**config.mk**
```make
export PLATFORM = sky130hd
export DESIGN_NAME = isv_top
export DESIGN_NICKNAME = d
export VERILOG_FILES = /design/src/isv_pkg.sv /design/src/isv_req_if.sv /design/src/isv_resolve.sv /design/src/isv_top.sv
export SDC_FILE = /design/constraint.sdc
export NUM_CORES = 1
export LEC_CHECK = 0
export BUFFER_PORTS_ARGS = -buffer_cell sky130_fd_sc_hd__buf_2
export CORE_ASPECT_RATIO = 0.75
export CORE_MARGIN = 1.5
export CORE_UTILIZATION = 50
export DETAILED_ROUTE_END_ITERATION = 7
export PLACE_DENSITY = 0.72
export SETUP_SLACK_MARGIN = 0.3
export SKIP_LAST_GASP = 1
export SYNTH_ARGS = -nofsm -noshare
export SYNTH_HDL_FRONTEND = slang
export SYNTH_HIERARCHICAL = 1
export SYNTH_SLANG_ARGS = --single-unit
```
**constraint.sdc**
```tcl
create_clock -name pclk -period 3.9 [get_ports pclk]
set_input_delay 0.195 -clock pclk [delete_from_list [all_inputs] [get_ports pclk]]
set_output_delay 0.195 -clock pclk [all_outputs]
set_load 0.05 [all_outputs]
```
**src/isv_pkg.sv**
```systemverilog
// package of constants for the interrupt source and vectoring block
package isv_pkg;
  // ----------------------------------------------------------------
  // register byte offsets
  // ----------------------------------------------------------------
  localparam logic [7:0] OFF_SYSCTL   = 8'h00;
  localparam logic [7:0] OFF_PRIO_1   = 8'h04;
  localparam logic [7:0] OFF_PRIO_2   = 8'h08;
  localparam logic [7:0] OFF_FLAGS    = 8'h0C;
  localparam logic [7:0] OFF_ENABLE   = 8'h10;
  localparam logic [7:0] OFF_SENSE    = 8'h14;
  localparam logic [7:0] OFF_STATUS   = 8'h18;
  localparam logic [7:0] OFF_HANDLED  = 8'h1C;
  // ----------------------------------------------------------------
  // fields and reset values
  // ----------------------------------------------------------------
  localparam int          NMI_EDGE_BIT = 2;
  localparam int          N_LINES      = 5;
  localparam int          N_INT        = 21;
  localparam logic [7:0]  REG_RESET    = 8'h00;
  localparam logic [7:0]  LINE_MASK    = 8'h1F;
  // vector numbers
  localparam logic [5:0]  VEC_NMI      = 6'h07;
  localparam logic [5:0]  VEC_LINE0    = 6'h0C;
  localparam logic [5:0]  VEC_WDT      = 6'h14;
  localparam logic [5:0]  VEC_TMR0     = 6'h18;
  localparam logic [5:0]  VEC_SER      = 6'h34;
  localparam logic [5:0]  VEC_CONV     = 6'h3C;
  localparam logic [5:0]  VEC_NONE     = 6'h00;
  localparam int          VEC_COUNT    = 64;
  // the vector entry address is vector shifted left by this many bits
  localparam int          VEC_SHIFT    = 2;
  localparam logic [31:0] SLVERR_NONE  = 32'h0000_0000;
endpackage

```
**src/isv_req_if.sv**
```systemverilog
// interface carrying the request vector from sources to the priority resolver
interface isv_req_if;
  logic [63:0] pend;
  logic [63:0] high;
  logic        nmi;
  logic [5:0]  vec;
  logic        valid;
  logic        level;
  modport src (output pend, output high, output nmi, input vec, input valid, input level);
  modport res (input pend, input high, input nmi, output vec, output valid, output level);
endinterface

```
**src/isv_resolve.sv**
```systemverilog
// priority resolver: picks the winning vector among pending sources
module isv_resolve (
  isv_req_if.res r
);
  // ----------------------------------------------------------------
  // search from the largest vector down so the smallest wins
  // ----------------------------------------------------------------
  always_comb begin
    r.vec   = isv_pkg::VEC_NONE;
    r.valid = 1'b0;
    r.level = 1'b0;
    for (int i = isv_pkg::VEC_COUNT - 1; i >= 0; i--) begin
      if (r.pend[i] && !r.high[i] && !r.level) begin
        r.vec   = 6'(i);
        r.valid = 1'b1;
      end
    end
    for (int i = isv_pkg::VEC_COUNT - 1; i >= 0; i--) begin
      if (r.pend[i] && r.high[i]) begin
        r.vec   = 6'(i);
        r.valid = 1'b1;
        r.level = 1'b1;
      end
    end
    if (r.nmi) begin
      r.vec   = isv_pkg::VEC_NMI;
      r.valid = 1'b1;
      r.level = 1'b1;
    end
  end
endmodule

```
**src/isv_top.sv**
```systemverilog
// interrupt source detection, status flags and vector selection
// What this block does
// - six external sources; nmi and lines 0-2 raise a standby wake output
// - nmi outranks everything and ignores all masking
// - system control bit picks rising or falling nmi edge
// - nmi uses vector 7, entry at 0x001C
// - each line requests on low level or falling edge
// - sense bit 0 is level (reset), 1 is falling edge
// - per line enable; lines 2 and 3 share one priority bit
// - line flags show pending state and software clears them
// - flag set/clear by level, edge, write-0-after-read-1, or handling
// - lines 0-4 use vectors 12-16, entries from 0x0030
// - line inputs sensed regardless of pin direction
// - 21 internal requests, module-gated, priorities from two registers
// - equal level: smaller vector number wins
// - priority bits change order; reset gives default order
// - entry address is vector number times four
// - timer channels on 24+4n, three vectors, own priority bit
// - serial requests on vectors 52-55 sharing one bit
// - watchdog vector 20, converter vector 60, own bits
// - priority bit 0 is low level (reset), 1 is high
//
// The address map and register access over APB were decided locally.
module isv_top (
  input  wire logic        pclk,
  input  wire logic        presetn,
  input  wire logic        psel,
  input  wire logic        penable,
  input  wire logic        pwrite,
  input  wire logic [7:0]  paddr,
  input  wire logic [31:0] pwdata,
  output logic      [31:0] prdata,
  output logic             pready,
  output logic             pslverr,
  input  wire logic        nmi_pin,
  input  wire logic [4:0]  line_pin_n,
  input  wire logic [4:0]  compare_a_request,
  input  wire logic [4:0]  compare_b_request,
  input  wire logic [4:0]  counter_overflow_request,
  input  wire logic        watchdog_interval_request,
  input  wire logic        receive_error_request,
  input  wire logic        receive_full_request,
  input  wire logic        transmit_empty_request,
  input  wire logic        transmit_end_request,
  input  wire logic        conversion_end_request,
  input  wire logic        handling_done,
  input  wire logic [5:0]  handling_vec,
  output logic             irq_valid,
  output logic [5:0]       irq_vector,
  output logic [15:0]      irq_entry_addr,
  output logic             irq_level,
  output logic             irq_nmi,
  output logic             standby_wake
);
  // ----------------------------------------------------------------
  // registers
  // ----------------------------------------------------------------
  // 8-bit registers, each in the low byte of its word
  logic [7:0] system_control_reg;
  logic [7:0] priority_level_first;
  logic [7:0] priority_level_second;
  logic [7:0] line_enable_reg;
  logic [7:0] sense_select_reg;
  logic [4:0] line_pending_flag;
  logic [4:0] flag_seen_one;
  // edge history for the nmi and line pins
  logic [4:0] line_prev;
  logic       nmi_prev;
  logic       nmi_pend;
  logic [5:0] last_handled;

  logic       wr_en;
  logic       rd_en;
  logic       nmi_edge;
  logic [4:0] line_low;
  logic [4:0] line_fall;
  logic [4:0] line_set;
  logic [4:0] line_clr;
  logic [4:0] sw_clr;
  logic [4:0] hs_clr;
  logic [4:0] line_prio;
  logic [4:0] timer_prio;
  logic       nmi_rise;
  logic       nmi_fall;

  // ----------------------------------------------------------------
  // priority resolver
  // ----------------------------------------------------------------
  // pending and level words are indexed by vector number, so the
  // resolver needs no table of its own
  isv_req_if req ();

  isv_resolve u_resolve (
    .r (req.res)
  );

  // read data and the read-seen mark are both taken at the setup edge, so a
  // later write of 0 clears only flags that software saw as 1
  assign wr_en = psel && penable && pwrite;
  assign rd_en = psel && !penable && !pwrite;

  // ----------------------------------------------------------------
  // input edge detection
  // ----------------------------------------------------------------
  // pins are taken as synchronous; one stage of history per pin
  // line history resets high, the idle level, so release brings no false edge
  always_ff @(posedge pclk or negedge presetn) begin
    if (!presetn) begin
      nmi_prev  <= 1'b0;
      line_prev <= 5'h1F;
    end else begin
      nmi_prev  <= nmi_pin;
      line_prev <= line_pin_n;
    end
  end

  // rising edge when the select bit is 1, else falling edge
  assign nmi_rise  = nmi_pin && !nmi_prev;
  assign nmi_fall  = !nmi_pin && nmi_prev;
  assign nmi_edge  = system_control_reg[isv_pkg::NMI_EDGE_BIT] ? nmi_rise : nmi_fall;
  // pins are active low: a low level or a high-to-low step requests
  assign line_low  = ~line_pin_n;
  assign line_fall = line_prev & ~line_pin_n;

  // ----------------------------------------------------------------
  // line flag set and clear terms
  // ----------------------------------------------------------------
  // level mode re-sets the flag each cycle the pin is low, so a clear sticks only once it is high
  always_comb begin
    for (int n = 0; n < isv_pkg::N_LINES; n++) begin
      line_set[n] = sense_select_reg[n] ? line_fall[n] : line_low[n];
      hs_clr[n]   = handling_done && (handling_vec == 6'(isv_pkg::VEC_LINE0 + 6'(n)))
                    && (sense_select_reg[n] || line_pin_n[n]);
      sw_clr[n]   = wr_en && (paddr == isv_pkg::OFF_FLAGS) && !pwdata[n] && flag_seen_one[n];
      line_clr[n] = hs_clr[n] || sw_clr[n];
    end
  end

  // set wins over a clear landing in the same cycle
  always_ff @(posedge pclk or negedge presetn) begin
    if (!presetn) begin
      line_pending_flag <= 5'h00;
    end else begin
      line_pending_flag <= line_set | (line_pending_flag & ~line_clr);
    end
  end

  // remembers that software read a flag as 1, arming the write-0 clear
  always_ff @(posedge pclk or negedge presetn) begin
    if (!presetn) begin
      flag_seen_one <= 5'h00;
    end else if (rd_en && paddr == isv_pkg::OFF_FLAGS) begin
      flag_seen_one <= line_pending_flag;
    end else begin
      flag_seen_one <= flag_seen_one & ~line_clr;
    end
  end

  // nmi latched until its handling, ignores every enable
  // an edge in the cycle of its handling wins and keeps it pending
  always_ff @(posedge pclk or negedge presetn) begin
    if (!presetn) begin
      nmi_pend <= 1'b0;
    end else if (nmi_edge) begin
      nmi_pend <= 1'b1;
    end else if (handling_done && handling_vec == isv_pkg::VEC_NMI) begin
      nmi_pend <= 1'b0;
    end
  end

  // ----------------------------------------------------------------
  // control register writes
  // ----------------------------------------------------------------
  // reserved bits are kept and read back but steer nothing
  always_ff @(posedge pclk or negedge presetn) begin
    if (!presetn) begin
      system_control_reg    <= isv_pkg::REG_RESET;
      priority_level_first  <= isv_pkg::REG_RESET;
      priority_level_second <= isv_pkg::REG_RESET;
      line_enable_reg       <= isv_pkg::REG_RESET;
      sense_select_reg      <= isv_pkg::REG_RESET;
    end else if (wr_en) begin
      case (paddr)
        isv_pkg::OFF_SYSCTL: system_control_reg    <= pwdata[7:0];
        isv_pkg::OFF_PRIO_1: priority_level_first  <= pwdata[7:0];
        isv_pkg::OFF_PRIO_2: priority_level_second <= pwdata[7:0];
        isv_pkg::OFF_ENABLE: line_enable_reg       <= pwdata[7:0];
        isv_pkg::OFF_SENSE:  sense_select_reg      <= pwdata[7:0];
        default: ;
      endcase
    end
  end

  // records the last vector taken by the core, for software
  // a diagnostic only; nothing in this block acts on it
  always_ff @(posedge pclk or negedge presetn) begin
    if (!presetn) begin
      last_handled <= isv_pkg::VEC_NONE;
    end else if (handling_done) begin
      last_handled <= handling_vec;
    end
  end

  // ----------------------------------------------------------------
  // build pending and priority vectors
  // ----------------------------------------------------------------
  // lines 2 and 3 share bit 5; lines 0,1,4 use bits 7,6,4
  assign line_prio = {priority_level_first[4], priority_level_first[5], priority_level_first[5],
                      priority_level_first[6], priority_level_first[7]};
  // timer channels 0..2 use bits 2..0 of the first word, 3 and 4 use bits 7 and 6 of the second
  assign timer_prio = {priority_level_second[6], priority_level_second[7], priority_level_first[0],
                       priority_level_first[1], priority_level_first[2]};

  // masking by the core's global and user mask bits happens in the core, not here
  always_comb begin
    req.pend = 64'h0;
    req.high = 64'h0;
    req.nmi  = nmi_pend;
    for (int n = 0; n < isv_pkg::N_LINES; n++) begin
      req.pend[isv_pkg::VEC_LINE0 + 6'(n)] = line_pending_flag[n] && line_enable_reg[n];
      req.high[isv_pkg::VEC_LINE0 + 6'(n)] = line_prio[n];
    end
    // source modules gate their own requests; only the level comes from here
    for (int c = 0; c < 5; c++) begin
      req.pend[isv_pkg::VEC_TMR0 + 6'(4 * c)]     = compare_a_request[c];
      req.pend[isv_pkg::VEC_TMR0 + 6'(4 * c + 1)] = compare_b_request[c];
      req.pend[isv_pkg::VEC_TMR0 + 6'(4 * c + 2)] = counter_overflow_request[c];
      for (int k = 0; k < 3; k++) begin
        req.high[isv_pkg::VEC_TMR0 + 6'(4 * c + k)] = timer_prio[c];
      end
    end
    req.pend[isv_pkg::VEC_WDT] = watchdog_interval_request;
    req.high[isv_pkg::VEC_WDT] = priority_level_first[3];
    req.pend[isv_pkg::VEC_SER]              = receive_error_request;
    req.pend[isv_pkg::VEC_SER + 6'h01]      = receive_full_request;
    req.pend[isv_pkg::VEC_SER + 6'h02]      = transmit_empty_request;
    req.pend[isv_pkg::VEC_SER + 6'h03]      = transmit_end_request;
    for (int k = 0; k < 4; k++) begin
      req.high[isv_pkg::VEC_SER + 6'(k)] = priority_level_second[3];
    end
    req.pend[isv_pkg::VEC_CONV] = conversion_end_request;
    req.high[isv_pkg::VEC_CONV] = priority_level_second[1];
    // unlisted vector slots stay zero, so reserved vectors never win
  end

  // ----------------------------------------------------------------
  // registered outputs toward the core
  // ----------------------------------------------------------------
  // one cycle of latency buys a glitch-free view for the core
  always_ff @(posedge pclk or negedge presetn) begin
    if (!presetn) begin
      irq_valid      <= 1'b0;
      irq_vector     <= isv_pkg::VEC_NONE;
      irq_entry_addr <= 16'h0000;
      irq_level      <= 1'b0;
      irq_nmi        <= 1'b0;
    end else begin
      irq_valid      <= req.valid;
      irq_vector     <= req.vec;
      irq_entry_addr <= {8'h00, req.vec, 2'b00};
      irq_level      <= req.level;
      irq_nmi        <= req.nmi;
    end
  end

  // wake from standby only from nmi or lines 0..2
  // lines 3 and 4 still request, they just cannot end standby
  always_ff @(posedge pclk or negedge presetn) begin
    if (!presetn) begin
      standby_wake <= 1'b0;
    end else begin
      standby_wake <= nmi_pend || |(line_pending_flag[2:0] & line_enable_reg[2:0]);
    end
  end

  // ----------------------------------------------------------------
  // apb slave: zero wait, reads registered at the setup edge
  // ----------------------------------------------------------------
  // pslverr stays low: unmapped offsets read zero and ignore writes
  always_ff @(posedge pclk or negedge presetn) begin
    if (!presetn) begin
      pready  <= 1'b0;
      pslverr <= 1'b0;
      prdata  <= isv_pkg::SLVERR_NONE;
    end else begin
      pready  <= psel && !penable;
      pslverr <= 1'b0;
      if (rd_en) begin
        case (paddr)
          isv_pkg::OFF_SYSCTL:  prdata <= {24'h0, system_control_reg};
          isv_pkg::OFF_PRIO_1:  prdata <= {24'h0, priority_level_first};
          isv_pkg::OFF_PRIO_2:  prdata <= {24'h0, priority_level_second};
          isv_pkg::OFF_FLAGS:   prdata <= {27'h0, line_pending_flag};
          isv_pkg::OFF_ENABLE:  prdata <= {24'h0, line_enable_reg};
          isv_pkg::OFF_SENSE:   prdata <= {24'h0, sense_select_reg};
          isv_pkg::OFF_STATUS:  prdata <= {17'h0, req.nmi, req.level, req.valid, 6'h0, req.vec};
          isv_pkg::OFF_HANDLED: prdata <= {26'h0, last_handled};
          default:              prdata <= isv_pkg::SLVERR_NONE;
        endcase
      end
    end
  end
endmodule

```
# After elaboration in Yosys (flattened, before gate mapping)
# Index checks and enable logic that the tools add are counted.
# totals
reg_bits,106
latch_bits,0
mem_bits_rw,0
mem_bits_ro,0
input_bits,79
memories,0
# op_classes
add_sub_neg,0
n_mul,0
n_div,0
magnitude_cmp,0
eq_ne,13
shifts,0
n_mux,143
n_bitwise,7
reduce_logical,126
# op_table
operator,count
$mux 6,53
$pmux 15 s8,1
$mux 1,88
$logic_and 1x1->1,86
$eq 8x5->1 const B,4
$eq 6x4->1 const B,4
$logic_not 1->1,21
$eq 8x4->1 const B,2
$and 5x5->5,3
$logic_or 1x1->1,11
$not 5->5,2
$reduce_and 2->1,5
$eq 8x3->1 const B,1
$logic_not 8->1,1
$eq 6x3->1 const B,1
$eq 6x5->1 const B,1
$mux 5,1
$or 5x5->5,1
$and 3x3->3,1
$reduce_or 3->1,1
$reduce_bool 2->1,1

# Logic depth before layout (Yosys ltp)
# logic_depth
depth_word,56
depth_mapped,11
ltp_nobuf,11

# By module
# Netlist, hierarchy kept.
# by_module_without_submodules
mod,n_inst,cells_each,area_per_inst_um2
isv_top,1,319,4136.5
isv_resolve,1,406,2449.8

# Worst setup path after synthesis
# OpenSTA, ideal clock, no wires.
# synth_path
path_type,reg-to-reg
startpoint,register priority_level_second[3]
endpoint,register prdata[2]
t_arrival_ps,2601
required_time_ps,3779
slack_ps,1178
stages_incl_launch_ff,10
path_buffers,0
period_less_slack_ps,2722
cell_sequence,dfrtp_1 and2b_1 nor4_4 a21boi_1 o311ai_2 a41oi_1 o21a_1 mux4_2 mux2_2 a22o_1
# synth_between
elab_chain_cells,55
# synth_rtl
item,line_no,rtl
"start, declared",isv_top.sv:61,logic [7:0] priority_level_second;
"start signal, assigned",isv_top.sv:179,priority_level_second <= isv_pkg::REG_RESET;
"start signal, assigned",isv_top.sv:186,isv_pkg::OFF_PRIO_2: priority_level_second <= pwdata[7:0];
$logic_not 1->1,isv_resolve.sv:13,if (r.pend[i] && !r.high[i] && !r.level) begin
$logic_and 1x1->1,isv_resolve.sv:13,
$mux 6 (25 in series),isv_resolve.sv:13,
$mux 6 (4 in series),isv_resolve.sv:19,if (r.pend[i] && r.high[i]) begin
$mux 6 (*) (22 in series),isv_resolve.sv:19,
$mux 6 (*),isv_resolve.sv:25,if (r.nmi) begin
net req.vec[2],isv_req_if.sv:6,logic [5:0] vec;
$pmux 15 s8 (*),isv_top.sv:289,case (paddr)
"end signal, assigned",isv_top.sv:290,"isv_pkg::OFF_SYSCTL: prdata <= {24'h0, system_control_reg};"
"end signal, assigned",isv_top.sv:291,"isv_pkg::OFF_PRIO_1: prdata <= {24'h0, priority_level_first};"
"end signal, assigned",isv_top.sv:292,"isv_pkg::OFF_PRIO_2: prdata <= {24'h0, priority_level_second};"
"end, declared",isv_top.sv:32,"output logic [31:0] prdata,"
# Mark *: on every way through the listed nets, which the timed path passes. The rest lies on a longest branch.
# A chain may end at the register's enable or synchronous reset.

# Worst setup path in the final report
# layout_path
startpoint,register line_pending_flag[3]
endpoint,register prdata[1]
# layout_between
elab_chain_cells,34
# layout_rtl
item,line_no,rtl
"start, declared",isv_top.sv:64,logic [4:0] line_pending_flag;
"start signal, assigned",isv_top.sv:144,line_pending_flag <= line_set | (line_pending_flag & ~line_clr);
$logic_and 1x1->1 (*),isv_top.sv:220,req.pend[isv_pkg::VEC_LINE0 + 6'(n)] = line_pending_flag[n] && line_enable_reg[n];
net req.pend[15],isv_req_if.sv:3,logic [63:0] pend;
$logic_and 1x1->1,isv_resolve.sv:13,
$mux 6 (4 in series),isv_resolve.sv:13,
$mux 6 (22 in series),isv_resolve.sv:19,
$mux 6 (*) (4 in series),isv_resolve.sv:19,
$mux 6 (*),isv_resolve.sv:25,
net req.vec[1],isv_req_if.sv:6,
$pmux 15 s8 (*),isv_top.sv:289,
# Marked as above.

==> run metrics <==
H-tree depth=3; area leader, netlist=dfrtp_1; worst vdd ir=245.4 uV; Seq/Total Area, Yosys=0.3239; DRC violations left=0; clk root buf=clkbuf_16; Layout Nets=1127; top cells by area, synth=dfrtp_1, mux2_2, nand2_1; Synth cell types=76; hold_buf cts=6; Worst Path Class, Setup=reg -> reg; Non-Filler Instances=1224; via count=6195; Reg clk slew, reported paths=0.06 ns; CTS resizes=0; type of the worst min-delay path=in -> reg; Core ar.=between 10000 and 15000 um2; Pre-Repair DR Iteration Count=5; post-CTS setup repair buffer count=0; Total Negative Setup Slacks=0 ns; DR iter-0 viols=334; WP data arrival=between 3 and 4 ns; fin crit share=0.8494; Worst-Margin Slew=0.9726 ns; Final min period=3.313 ns; max reg flops=11; Post-synth top flop=dfrtp_1; WL final=17220 um; number of I/O port buffers=approximately 80; top-area cell type share of the netlist area=0.3040; worst path bufs/invs=0; vias in the first global route=5230; diode count=0; relative slew slack=0.3462; Final Hold Vio Count=0; skew final=a little over 0.005 ns; endpoints failing setup=0; Max Fanout on Critical Path=4; Post-synth ARST share=1.000; fin. max-slew vios=0; Most flops, register=prdata; Sink Count=85; clk_lat worst skew=0.34 ns; Placed Cells=roughly 1200; RSZ-0062 raised after global routing=false; synth cell count leaders=nand2_1, dfrtp_1, mux2_2, nor2b_1, buf_4; Syn Std Cell Area=6586 um2; largest net degree at the start of global routing=57; Gate Count Post-Synth=725; GRT Overall Usage=0.2552; Post-synth EDFFs=0; Die Y=roughly 100 um; row count=36; Top Family by Delay on Critical Path=compound AO/OA/AOI/OAI gates; LEAKAGE=between 0.004 and 0.005 uW; GPL Wtd Cong=0.9345; I/O Pins=between 100 and 150; routed len/inst=14.07 um; initial antenna violation count=0; layout cells sized above 1=0.1842; #FFs+latches synth=85; CP dominant cell by count=a211oi_1; CP required=4.13 ns; r2r setup slk=0.59 ns; Util after Layout=0.6403; die area=13880 um2; Initial Utilization=0.5095; crit end category=flop; die width=135.5 um; Setup crit start kind=flop; YS warnings=6; final hold slack=0.03133 ns; grt total ovfl=0; power per cell area=~280 nW/um2; max-cap violations=0; critical path's slowest cell=mux4_2; FMAX=301.9 MHz; first-pass GRT wire length=27170 um; worst path cell trace=and2_1, nor2b_1, nor2_1, o31ai_1, a211oi_1, o2111ai_1, o21ai_0, a211oi_1, mux4_2, mux2_2, a22o_1; syn_area_per_cell=9.085 um2; dpl hpwl=13760 um; CTS tree=built; count leader, synth=nand2_1; synth-to-layout area growth=25.68%; Vias/cell=around 5; Post-DRT Antenna Nets=0; slowest stage delay, CP=0.48 ns; Clock Path Buffers=2; CTS Buf Count=9; outcome=finished, final reports clean
path summary, 6_finish.rpt:
| path | startpoint | endpoint | cells past startpoint |
|---|---|---|---|
| max | line_pending_flag[3]$_DFF_PN0_ | prdata[1]$_DFFE_PN0P_ | 11 |
| min in group asynchronous | presetn | irq_nmi$_DFF_PN0_ | 2 |
| min | penable | pready$_DFF_PN0_ | 2 |
| max reg2reg | line_pending_flag[3]$_DFF_PN0_ | prdata[1]$_DFFE_PN0P_ | 11 |
| max in group asynchronous | presetn | line_prev[1]$_DFF_PN1_ | 3 |
| min reg2reg | prdata[14]$_DFFE_PN0P_ | prdata[14]$_DFFE_PN0P_ | 2 |
layout make-up:
| class | instances | area, um2 |
|---|---|---|
| tap | 171 | 214.0 |
| fill | 1171 | 4649 |
| sequential | 85 | 2133 |
| timing repair buffer | 90 | 488.0 |
| inverter | 14 | 52.55 |
| multi-input combinational | 848 | 5066 |
| clock buffer | 9 | 225.2 |
| clock inverter | 7 | 98.84 |
cells in the final DEF (no fill, tap or decap), drive strengths merged, types with 10 or more instances in the layout:
master / netlist / layout
a211oi: 13 / 13
a21oi: 28 / 28
a22o: 11 / 11
a22oi: 22 / 22
and2b: 12 / 12
buf: 46 / 84
conb: 1 / 275
dfrtp: 80 / 80
inv: 14 / 15
mux2: 53 / 53
mux4: 10 / 10
nand2: 92 / 92
nand2b: 35 / 35
nand3: 21 / 21
nand3b: 10 / 10
nor2: 32 / 32
nor2b: 46 / 46
nor3: 16 / 16
nor4: 13 / 13
o21ai: 38 / 38
logic make-up after synthesis:
logic type      count (synthesis)  synth area share
mux                            65            0.1278
flops                          85            0.3239
simple gates                  317            0.2730
other cells                     1         0.0005694
compound gates                191            0.2116
buf+inv                        66           0.06307
stage by stage:
step | setup WS [ns] | area, um2 | total power, uW
global placement | 0.6907 | 7894 | 1367
CTS | 0.6344 | 8278 | 2297
floorplan | 1.178 | 7615 | 1287
detailed placement | 0.6598 | 7894 | 1370
global route | 0.4736 | 8278 | 2413
finish | 0.5873 | 8278 | 2308
where the power goes:
part           total, uW  leakage, uW  internal (uW)  switching [uW]
Combinational        469      0.00278            152             318
Clock                921     0.000156            564             357
Sequential           918      0.00108            903            14.6
Total               2310      0.00402           1620             689
metal layers:
layer,vias up,part of all wire,global-route usage
met2,196,0.41,0.3513
met4,0,0.0059,0.05128
li1,3088,-,-
met5,-,0,0
met3,10,0.064,0.04861
met1,2901,0.53,0.4088
worst reg2reg max path: cells and delay by family, from the launching register on:
family	cells	cell delay, ns
AO/OA/AOI/OAI	6	1.38
flip-flops	1	0.42
multiplexers	2	0.80
AND/OR/NAND/NOR	3	0.61
Note: power is estimated with default switching activity, not from simulation.
